[src/rtl/charge_limit_consts.svh]
`ifndef CHARGE_LIMIT_CONSTS_SVH
`define CHARGE_LIMIT_CONSTS_SVH

// ==========================================================
// Register offsets
`define REG_STATUS       8'h00
`define REG_MASK         8'h01
`define REG_CTRL         8'h02
`define REG_FAST_CODE    8'h03
`define REG_PRE_CODE     8'h04
`define REG_COLD_CODE    8'h05
`define REG_INPUT_LIMIT  8'h06
`define REG_STATE        8'h07
`define REG_CEILING      8'h08
`define REG_RESULT_BASE  8'h10

// ==========================================================
// Fields and reset values
`define ST_CONV_DONE     0
`define ST_LIMIT_CLAMP   1
`define ST_OPEN_FAULT    2
`define FAST_CODE_RST    8'h20
`define PRE_CODE_RST     8'h04
`define COLD_CODE_RST    8'h10
`define INPUT_LIMIT_RST  8'h14
`define CEILING_RST      8'hFF
`define INPUT_CURRENT_LIMIT_SMALL_MAX   8'h1E
`define LIMIT_BIAS_UA    80
`define LIMIT_OPEN_CODE  16'hEEEE

// ==========================================================
// Timing
`define CLK_HZ           20000000
`define SCAN_REVISIT_MS  225
`define NUM_SCAN_CH      7
`define PERIOD1_MS       1000
`define PERIOD2_MS       10000
`define PERIOD3_MS       60000
`endif

[src/rtl/charge_limit_pkg.sv]
package charge_limit_pkg;
  typedef enum logic [2:0] {ADC_CH_VIN, ADC_CH_IIN, ADC_CH_RAIL, ADC_CH_VBAT,
                            ADC_CH_ICHG, ADC_CH_TS, ADC_CH_AUX, ADC_CH_LIMIT} adc_chan_e;
  typedef struct packed {
    logic      start;
    adc_chan_e channel;
  } adc_req_s;
  typedef enum logic [1:0] {IVL_MANUAL, IVL_PERIOD1, IVL_PERIOD2, IVL_PERIOD3} interval_e;
  typedef struct packed {
    logic      step_select;
    logic      trigger;
    interval_e interval;
  } ctrl_s;
  typedef logic [7:0]  code_t;
  typedef logic [15:0] word_t;
endpackage

[src/rtl/charge_limit_and_adc_sequencer.sv]
`timescale 1ns/1ps
`include "charge_limit_consts.svh"

module charge_limit_and_adc_sequencer
  import charge_limit_pkg::*;
#(
  parameter int unsigned SLOT_CYCLES    = `SCAN_REVISIT_MS * (`CLK_HZ / 1000) / `NUM_SCAN_CH,
  parameter int unsigned PERIOD1_CYCLES = `PERIOD1_MS * (`CLK_HZ / 1000),
  parameter int unsigned PERIOD2_CYCLES = `PERIOD2_MS * (`CLK_HZ / 1000),
  parameter int unsigned PERIOD3_CYCLES = `PERIOD3_MS * (`CLK_HZ / 1000)
)(
  input  wire logic     CLK_I,
  input  wire logic     RSTN_I,
  input  wire logic [7:0] ADDR_I,
  input  wire word_t    WDATA_I,
  input  wire logic     WR_I,
  input  wire logic     RD_I,
  output word_t         RDATA_O,
  input  wire logic     LOW_POWER_N_I,
  input  wire logic     VIN_PRESENT_I,
  input  wire logic     VIN_UVLO_OK_I,
  input  wire logic     VIN_OVP_I,
  input  wire logic     IN_PRECHARGE_I,
  input  wire logic     IN_COLD_I,
  output adc_req_s      ADC_REQ_O,
  input  wire logic     ADC_DONE_I,
  input  wire word_t    ADC_DATA_I,
  output logic          CHARGE_ENABLE_O,
  output code_t         FAST_CHARGE_CODE_O,
  output code_t         PRECHARGE_CODE_O,
  output code_t         CHARGE_REF_CODE_O,
  output logic          CHARGE_STEP_SELECT_O,
  output logic          IIN_RANGE_HIGH_O,
  output logic          IIN_VALID_O,
  output logic          IRQ_O
);

  // ==========================================================
  // Pin synchronisers
  typedef enum {SEQ_LIMIT_START, SEQ_LIMIT_WAIT, SEQ_IDLE,
                SEQ_CONV_START, SEQ_CONV_WAIT} seq_e;

  logic [3:0]  pin_meta;
  logic [3:0]  pin_sync;
  logic        low_power_n;
  logic        vin_mode;
  logic        uvlo_ok;
  logic        ovp;

  seq_e        state;
  logic [2:0]  chan;
  logic        retry;
  logic        limit_done;
  logic        open_fault;
  code_t       ceiling;
  ctrl_s       ctrl;
  code_t       fast_code;
  code_t       pre_code;
  code_t       cold_code;
  code_t       input_limit;
  logic [2:0]  status;
  logic [2:0]  mask;
  word_t       result [`NUM_SCAN_CH];
  logic [31:0] period_cnt;
  logic [31:0] period_len;
  logic [31:0] slot_cnt;
  logic        auto_pend;
  word_t       rdata;

  logic        wr_status;
  logic        wr_mask;
  logic        wr_ctrl;
  logic        wr_fast;
  logic        wr_pre;
  logic        data_open;
  code_t       ceil_calc;
  logic        limit_meas;
  logic        limit_ok;
  logic        fault_set;
  logic        conv_store;
  logic        scan_last;
  logic        batt_done;
  logic        batt_run;
  logic        period_tick;
  logic        slot_tick;
  code_t       eff_ceil;
  code_t       fast_in;
  code_t       pre_in;
  logic        clamp_ev;
  logic [2:0]  status_set;

  always_ff @(posedge CLK_I or negedge RSTN_I) begin
    if (!RSTN_I) begin
      pin_meta <= 4'h0;
      pin_sync <= 4'h0;
    end else begin
      pin_meta <= {LOW_POWER_N_I, VIN_PRESENT_I, VIN_UVLO_OK_I, VIN_OVP_I};
      pin_sync <= pin_meta;
    end
  end

  assign low_power_n = pin_sync[3];
  assign vin_mode    = pin_sync[2];
  assign uvlo_ok     = pin_sync[1];
  assign ovp         = pin_sync[0];

  // ==========================================================
  // Decode and derived terms
  assign wr_status = WR_I && (ADDR_I == `REG_STATUS);
  assign wr_mask   = WR_I && (ADDR_I == `REG_MASK);
  assign wr_ctrl   = WR_I && (ADDR_I == `REG_CTRL);
  assign wr_fast   = WR_I && (ADDR_I == `REG_FAST_CODE);
  assign wr_pre    = WR_I && (ADDR_I == `REG_PRE_CODE);

  // Pin sits on a 1.2 V scale, so 2*V/1.2*256 reduces to code >> 7
  assign ceil_calc  = (ADC_DATA_I[15:7] > 9'h0FF) ? 8'hFF : ADC_DATA_I[14:7];
  assign data_open  = ADC_DATA_I > `LIMIT_OPEN_CODE;
  assign limit_meas = (state == SEQ_LIMIT_WAIT) && ADC_DONE_I;
  assign limit_ok   = limit_meas && !data_open;
  assign fault_set  = limit_meas && data_open && retry;

  assign conv_store = (state == SEQ_CONV_WAIT) && ADC_DONE_I;
  assign scan_last  = chan == 3'(`NUM_SCAN_CH - 1);
  // Free-running scans on input power would flood the host
  assign batt_done  = conv_store && scan_last && !vin_mode;

  assign batt_run   = !vin_mode && low_power_n && (ctrl.interval != IVL_MANUAL);

  always_comb begin
    case (ctrl.interval)
      IVL_PERIOD1: period_len = 32'(PERIOD1_CYCLES);
      IVL_PERIOD2: period_len = 32'(PERIOD2_CYCLES);
      IVL_PERIOD3: period_len = 32'(PERIOD3_CYCLES);
      default:     period_len = 32'h1;
    endcase
  end

  assign period_tick = batt_run && (period_cnt >= period_len - 32'h1);
  assign slot_tick   = vin_mode && (slot_cnt >= 32'(SLOT_CYCLES) - 32'h1);

  // ==========================================================
  // Interval timers
  always_ff @(posedge CLK_I or negedge RSTN_I) begin
    if (!RSTN_I) begin
      period_cnt <= 32'h0;
    end else if (!batt_run || period_tick || wr_ctrl) begin
      period_cnt <= 32'h0;
    end else begin
      period_cnt <= period_cnt + 32'h1;
    end
  end

  always_ff @(posedge CLK_I or negedge RSTN_I) begin
    if (!RSTN_I) begin
      slot_cnt <= 32'h0;
    end else if (!vin_mode || slot_tick) begin
      slot_cnt <= 32'h0;
    end else begin
      slot_cnt <= slot_cnt + 32'h1;
    end
  end

  always_ff @(posedge CLK_I or negedge RSTN_I) begin
    if (!RSTN_I) begin
      auto_pend <= 1'b0;
    end else if (period_tick) begin
      auto_pend <= 1'b1;
    end else if (state == SEQ_CONV_START || !batt_run) begin
      auto_pend <= 1'b0;
    end
  end

  // ==========================================================
  // Conversion sequencer
  always_ff @(posedge CLK_I or negedge RSTN_I) begin
    if (!RSTN_I) begin
      state      <= SEQ_LIMIT_START;
      chan       <= 3'h0;
      retry      <= 1'b0;
      limit_done <= 1'b0;
      open_fault <= 1'b0;
      ceiling    <= `CEILING_RST;
    end else begin
      case (state)
        SEQ_LIMIT_START: begin
          state <= SEQ_LIMIT_WAIT;
        end
        SEQ_LIMIT_WAIT: begin
          if (ADC_DONE_I) begin
            if (!data_open) begin
              ceiling    <= ceil_calc;
              limit_done <= 1'b1;
              state      <= SEQ_IDLE;
            end else if (!retry) begin
              retry <= 1'b1;
              state <= SEQ_LIMIT_START;
            end else begin
              open_fault <= 1'b1;
              limit_done <= 1'b1;
              state      <= SEQ_IDLE;
            end
          end
        end
        SEQ_IDLE: begin
          if (vin_mode) begin
            if (slot_tick) begin
              state <= SEQ_CONV_START;
            end
          end else if (low_power_n && (ctrl.trigger || auto_pend)) begin
            chan  <= 3'h0;
            state <= SEQ_CONV_START;
          end
        end
        SEQ_CONV_START: begin
          if (!vin_mode && !low_power_n) begin
            chan  <= 3'h0;
            state <= SEQ_IDLE;
          end else begin
            state <= SEQ_CONV_WAIT;
          end
        end
        SEQ_CONV_WAIT: begin
          if (ADC_DONE_I) begin
            if (scan_last) begin
              chan  <= 3'h0;
              state <= SEQ_IDLE;
            end else begin
              chan  <= chan + 3'h1;
              state <= vin_mode ? SEQ_IDLE : SEQ_CONV_START;
            end
          end
        end
        default: begin
          state <= SEQ_IDLE;
        end
      endcase
    end
  end

  always_comb begin
    // On battery, no request once low power is seen, even mid scan; input power and the limit request ignore it
    ADC_REQ_O.start   = (state == SEQ_LIMIT_START) ||
                        ((state == SEQ_CONV_START) && (vin_mode || low_power_n));
    ADC_REQ_O.channel = (state == SEQ_LIMIT_START) ? ADC_CH_LIMIT : adc_chan_e'(chan);
  end

  // ==========================================================
  // Result store, one word per channel
  for (genvar i = 0; i < `NUM_SCAN_CH; i++) begin : g_result
    always_ff @(posedge CLK_I or negedge RSTN_I) begin
      if (!RSTN_I) begin
        result[i] <= 16'h0000;
      end else if (conv_store && (chan == 3'(i))) begin
        result[i] <= ADC_DATA_I;
      end
    end
  end

  // ==========================================================
  // Fast and pre-charge codes with ceiling clamp
  // Stored fast and pre-charge codes are re-clamped when the ceiling is first learned
  assign eff_ceil = limit_ok ? ceil_calc : ceiling;
  assign fast_in  = wr_fast ? WDATA_I[7:0] : fast_code;
  assign pre_in   = wr_pre ? WDATA_I[7:0] : pre_code;
  assign clamp_ev = (wr_fast || limit_ok) && (fast_in > eff_ceil);

  always_ff @(posedge CLK_I or negedge RSTN_I) begin
    if (!RSTN_I) begin
      fast_code <= `FAST_CODE_RST;
    end else if (wr_fast || limit_ok) begin
      fast_code <= (fast_in > eff_ceil) ? eff_ceil : fast_in;
    end
  end

  always_ff @(posedge CLK_I or negedge RSTN_I) begin
    if (!RSTN_I) begin
      pre_code <= `PRE_CODE_RST;
    end else if (wr_pre || limit_ok) begin
      pre_code <= (pre_in > eff_ceil) ? eff_ceil : pre_in;
    end
  end

  always_ff @(posedge CLK_I or negedge RSTN_I) begin
    if (!RSTN_I) begin
      cold_code   <= `COLD_CODE_RST;
      input_limit <= `INPUT_LIMIT_RST;
      mask        <= 3'h0;
    end else begin
      if (WR_I && (ADDR_I == `REG_COLD_CODE)) begin
        cold_code <= WDATA_I[7:0];
      end
      if (WR_I && (ADDR_I == `REG_INPUT_LIMIT)) begin
        input_limit <= WDATA_I[7:0];
      end
      if (wr_mask) begin
        mask <= WDATA_I[2:0];
      end
    end
  end

  // ==========================================================
  // Control: interval, trigger, step select
  always_ff @(posedge CLK_I or negedge RSTN_I) begin
    if (!RSTN_I) begin
      ctrl <= '{step_select: 1'b0, trigger: 1'b0, interval: IVL_MANUAL};
    end else begin
      if (wr_ctrl) begin
        ctrl.interval    <= interval_e'(WDATA_I[1:0]);
        ctrl.step_select <= WDATA_I[3];
      end
      // Trigger is refused while asleep or on input power
      if (batt_done || vin_mode || !low_power_n) begin
        ctrl.trigger <= 1'b0;
      end else if (wr_ctrl && WDATA_I[2] && (interval_e'(WDATA_I[1:0]) == IVL_MANUAL)) begin
        ctrl.trigger <= 1'b1;
      end
    end
  end

  // ==========================================================
  // Sticky flags and interrupt
  assign status_set = {fault_set, clamp_ev, batt_done};

  always_ff @(posedge CLK_I or negedge RSTN_I) begin
    if (!RSTN_I) begin
      status <= 3'h0;
    end else begin
      // A new event beats a same-cycle clear
      status <= (status & ~(wr_status ? WDATA_I[2:0] : 3'h0)) | status_set;
    end
  end

  assign IRQ_O = |(status & mask);

  // ==========================================================
  // Read port
  always_ff @(posedge CLK_I or negedge RSTN_I) begin
    if (!RSTN_I) begin
      rdata <= 16'h0000;
    end else if (!RD_I) begin
      rdata <= 16'h0000;
    end else if ((ADDR_I[7:3] == 5'(`REG_RESULT_BASE >> 3)) && (ADDR_I[2:0] != 3'h7)) begin
      rdata <= result[ADDR_I[2:0]];
    end else begin
      case (ADDR_I)
        `REG_STATUS:      rdata <= {13'h0, status};
        `REG_MASK:        rdata <= {13'h0, mask};
        `REG_CTRL:        rdata <= {12'h0, ctrl.step_select, ctrl.trigger, ctrl.interval};
        `REG_FAST_CODE:   rdata <= {8'h0, fast_code};
        `REG_PRE_CODE:    rdata <= {8'h0, pre_code};
        `REG_COLD_CODE:   rdata <= {8'h0, cold_code};
        `REG_INPUT_LIMIT: rdata <= {8'h0, input_limit};
        `REG_STATE:       rdata <= {10'h0, state != SEQ_IDLE, vin_mode, IIN_VALID_O,
                                    IIN_RANGE_HIGH_O, CHARGE_ENABLE_O, limit_done};
        `REG_CEILING:     rdata <= {8'h0, ceiling};
        default:          rdata <= 16'h0000;
      endcase
    end
  end

  // ==========================================================
  // Outputs
  assign RDATA_O              = rdata;
  assign CHARGE_ENABLE_O      = limit_done && !open_fault;
  assign FAST_CHARGE_CODE_O   = fast_code;
  assign PRECHARGE_CODE_O     = pre_code;
  assign CHARGE_STEP_SELECT_O = ctrl.step_select;
  assign IIN_RANGE_HIGH_O     = input_limit > `INPUT_CURRENT_LIMIT_SMALL_MAX;
  assign IIN_VALID_O          = vin_mode && uvlo_ok && !ovp;
  assign CHARGE_REF_CODE_O    = IN_PRECHARGE_I ? pre_code :
                                (IN_COLD_I ? cold_code : fast_code);

endmodule // charge_limit_and_adc_sequencer

[config.mk]
export PLATFORM = sky130hd
export DESIGN_NAME = charge_limit_and_adc_sequencer
export DESIGN_NICKNAME = d
export VERILOG_FILES = /design/src/rtl/charge_limit_pkg.sv /design/src/rtl/charge_limit_and_adc_sequencer.sv
export VERILOG_INCLUDE_DIRS = /design/src /design/src/rtl
export SDC_FILE = /design/constraint.sdc
export NUM_CORES = 1
export LEC_CHECK = 0
export BUFFER_PORTS_ARGS = -buffer_cell sky130_fd_sc_hd__buf_2
export CAP_MARGIN = 10
export CORE_MARGIN = 2
export CORE_UTILIZATION = 35
export DETAILED_ROUTE_END_ITERATION = 10
export PLACE_DENSITY_LB_ADDON = 0.1
export SYNTH_ARGS = -nofsm -noshare
export SYNTH_HDL_FRONTEND = slang
export SYNTH_SLANG_ARGS = --single-unit
[constraint.sdc]
create_clock -name CLK_I -period 5.76 [get_ports CLK_I]
set_clock_uncertainty 0.1 [all_clocks]
set_input_delay 0.288 -clock CLK_I [delete_from_list [all_inputs] [get_ports CLK_I]]
set_output_delay 0.288 -clock CLK_I [all_outputs]
set_load 0.005 [all_outputs]
==> out/results.tsv <==
metric	value	unit
hold_start	ADC_DATA_I[13]	
slew-limit-headroom	24.47	%
start_util	35.25	%
final-max-slew-violation-count	0	
hold_depth	2	
cts_setup_buffers	0	
final_util	41.40	%
p_per_area	337.7	mW/mm2
fin_hold_ws	0.02647	ns
clkLatencyLatePin	0.59	ns
cp-startpoint	ADC_DATA_I[1]	
gp_congestion	0.8226	
period_needed	4.450	ns
drc	0	
grt_usage	18.40	%
drv_cap	0	
synth_top_area_share	45.58	%
drive_above_1_share	25.80	%
antenna_found_initial	1	
post_cts_resized	0	
first_global_vias	10080	
p_clk_share	38.9	%
p_comb_share	19.3	%
cts_buffer_depth	3	
die_h	200.8	um
drt-wirelength-per-cell	19.64	um
die_x	200.8	um
hold_viol	0	
routed_wl	37.04	mm
grt_remaining_overflow	0	
synth_edf_count	0	
seq_area_frac_synth	48.10	%
final.setup.tns	0	ns
vdd_drop_max	0.2559	mV
crit_path_frequent_cell	a21o_1	
end_kind	flip-flop	
power_frac_seq	41.8	%
dr.pass1.iters	5	
routed-via-count	9944	
hold_class	primary input to flip-flop	
clkTransAtPathRegs	0.06	ns
synthDistinctLibCells	72	
yosys.area.top_type	dfrtp_1	
die_area	0.04033	mm2
grt_pass1_wl	58.66	mm
status	completed	
rr_worst_depth	12	
synth.avg_cell_area	11.02	um2
cp_slowest_cell	dlygate4sd3_1	
setup_viol	0	
sw_frac_of_total	29.70	%
syn_inst	1231	
slowest_delay	0.53	ns
drt_iter0_markers	526	
avgViaCountPerCell	5.273	
cts-hold-fix-buffers	25	
fmax	224.7	MHz
core_area	0.03847	mm2
root_buffer	clkbuf_16	
final_nets	1449	
path_cells	dlygate4sd3_1 > buf_2 > nand3_1 > nor4b_1 > a211o_1 > and2_1 > o21ai_0 > ha_1 > a21o_1 > a21o_1 > a21o_1 > a311oi_1 > o21ai_2 > nand2_4 > mux2i_1 > a211oi_1	
cts_max_level	1	
grt_max_degree	140	
synth_flop_cell	dfrtp_1	
worstReg2RegStart	state[2]	
io_pins	100	
syn2layout_area_growth	17.45	%
worst_slew_pin_slew	1.132	ns
period_share	77.25	%
worstSetupStartpointType	primary input	
fp-row-count	72	
leakagePower	7.353	nW
cts_sinks	260	
diodes	0	
dp_hpwl	25.04	mm
final_cells	1886	
cp.required	6.08	ns
dp_cells	1803	
async_flop_share	100.0	%
ant_nets	0	
rsz0062_at_grt	false	
p_sw	1.598	mW
cp_data_arrival_time	4.77	ns
cts_buffers	31	
yosys_warnings	0	
syn_area	0.01356	mm2
p_int	3.781	mW
crit_type	primary input to flip-flop	
cp_max_fo	17	
port_buffers	91	
ys_top_cells_by_area	dfrtp_1 (46%), mux2_2 (12%), ha_1 (5.1%), nor2_1 (3.7%), mux2i_1 (2.7%)	
ys_ff_latch	260	
cts_tree	built	
## path summary, 6_finish.rpt
check                                              to  slack [ns]
worst max-delay path            FAST_CHARGE_CODE_O[4]        1.31
worst min-delay path                       result[93]        0.03
worst max register to register  FAST_CHARGE_CODE_O[4]        1.78
worst min register to register            pin_sync[3]        0.25
max in group asynchronous         PRECHARGE_CODE_O[3]        4.01
min in group asynchronous                slot_cnt[10]        0.29
## worst max-delay path, delay by kind of cell
kind / cells / cell delay [ns]
buffers and inverters: 2 / 0.75
adders and majority gates: 1 / 0.36
AOI/OAI and AO/OA: 8 / 1.85
muxes: 1 / 0.22
and+or+nand+nor: 4 / 1.30
## metal layers
layer  track usage, %  vias to the layer above  part of all wire (%)
met1            26.02                     5021                    48
met4            3.730                        2                   1.8
li1                 -                     4674                     -
met3            2.484                       43                   3.7
met2            30.31                      204                    47
met5                0                        -                 0.035
## layout make-up
cell class              instances  area (um2)
repair buffers                129       825.8
inverters                      35       131.4
flip-flops and latches        260        6523
multi-input cells             886        6701
fillers                      3783       22540
clock inverters                18       237.7
well taps                     518       648.1
clock buffers                  40       859.6
## cell usage after synthesis, drive strengths merged (3+ instances only)
master	n
nor4	4
nor4b	3
xnor2	17
a311oi	11
inv	35
a211oi	20
and4	3
a21o	16
or2	4
mux2i	37
nor2	132
nand2b	9
a222oi	6
nor2b	7
nor3	24
mux4	16
buf	23
nand4	17
mux2	146
a22oi	4
a31oi	3
nand3	40
ha	55
and2	5
a211o	3
o22ai	3
xor2	28
o31ai	4
a21oi	57
dfstp	13
a221oi	8
or3	6
nand2	67
o211ai	10
dfrtp	247
o31a	8
a31o	3
and3	15
clkbuf	39
o21ai	62
## cell usage in the layout, fill, tap and decap left out, types with 4 or more instances in the layout
cell / instances
clkbuf_1: 4
bufinv_16: 5
ha_1: 55
dfstp_2: 13
o211ai_1: 10
dfrtp_1: 247
a222oi_1: 6
a21o_1: 16
clkbuf_8: 5
o31a_1: 8
xor2_1: 28
mux2_2: 145
inv_1: 35
nand2b_1: 8
nand3_1: 40
buf_2: 90
conb_1: 14
a311oi_1: 11
nor3_1: 22
nor2b_1: 7
xnor2_1: 17
a21oi_1: 57
a22oi_1: 4
or3_1: 6
a211oi_1: 19
mux2i_1: 37
clkbuf_16: 31
buf_4: 12
nand2_1: 66
clkinv_2: 9
and2_1: 4
o21ai_0: 60
nor2_1: 131
and3_1: 15
dlygate4sd3_1: 25
a221oi_1: 8
mux4_2: 16
nand4_1: 17
## sequential cells by signal, indices dropped and copies added (netlist names)
signal	count
result	112
period_cnt	32
slot_cnt	32
RDATA_O	16
FAST_CHARGE_CODE_O	8
PRECHARGE_CODE_O	8
ceiling	8
cold_code	8
input_limit	8
pin_meta	4
pin_sync	4
chan	3
ctrl	3
mask	3
state	3
status	3
CHARGE_STEP_SELECT_O	1
auto_pend	1
limit_done	1
open_fault	1
retry	1
## cells by family after synthesis
| group | synth area share, % |
|---|---|
| simple gates | 12.13 |
| flops | 48.10 |
| compound gates | 11.18 |
| mux | 17.54 |
| buf+inv | 3.008 |
| fa+ha+maj | 5.075 |
| xor+xnor | 2.906 |
| other cells | 0.05538 |
## power by group through the flow
stage / Combinational, mW / Sequential, mW / Clock [mW]
final: 1.04 / 2.25 / 2.09
after global routing: 1.16 / 2.28 / 2.23
after CTS: 1.05 / 2.25 / 2.16
after detailed placement: 1.03 / 2.28 / 0
after floorplan: 0.726 / 2.17 / 0
after global placement: 1.02 / 2.27 / 0
## through the flow
stage / power [mW] / setup slack [ns] / cell area, um2
after global routing: 5.664 / 0.8890 / 15930
final: 5.378 / 1.310 / 15930
after CTS: 5.451 / 1.325 / 15930
after global placement: 3.294 / 1.283 / 14580
after floorplan: 2.899 / 2.089 / 13610
after detailed placement: 3.308 / 1.221 / 14580
Power figures use the tool's default switching activity.
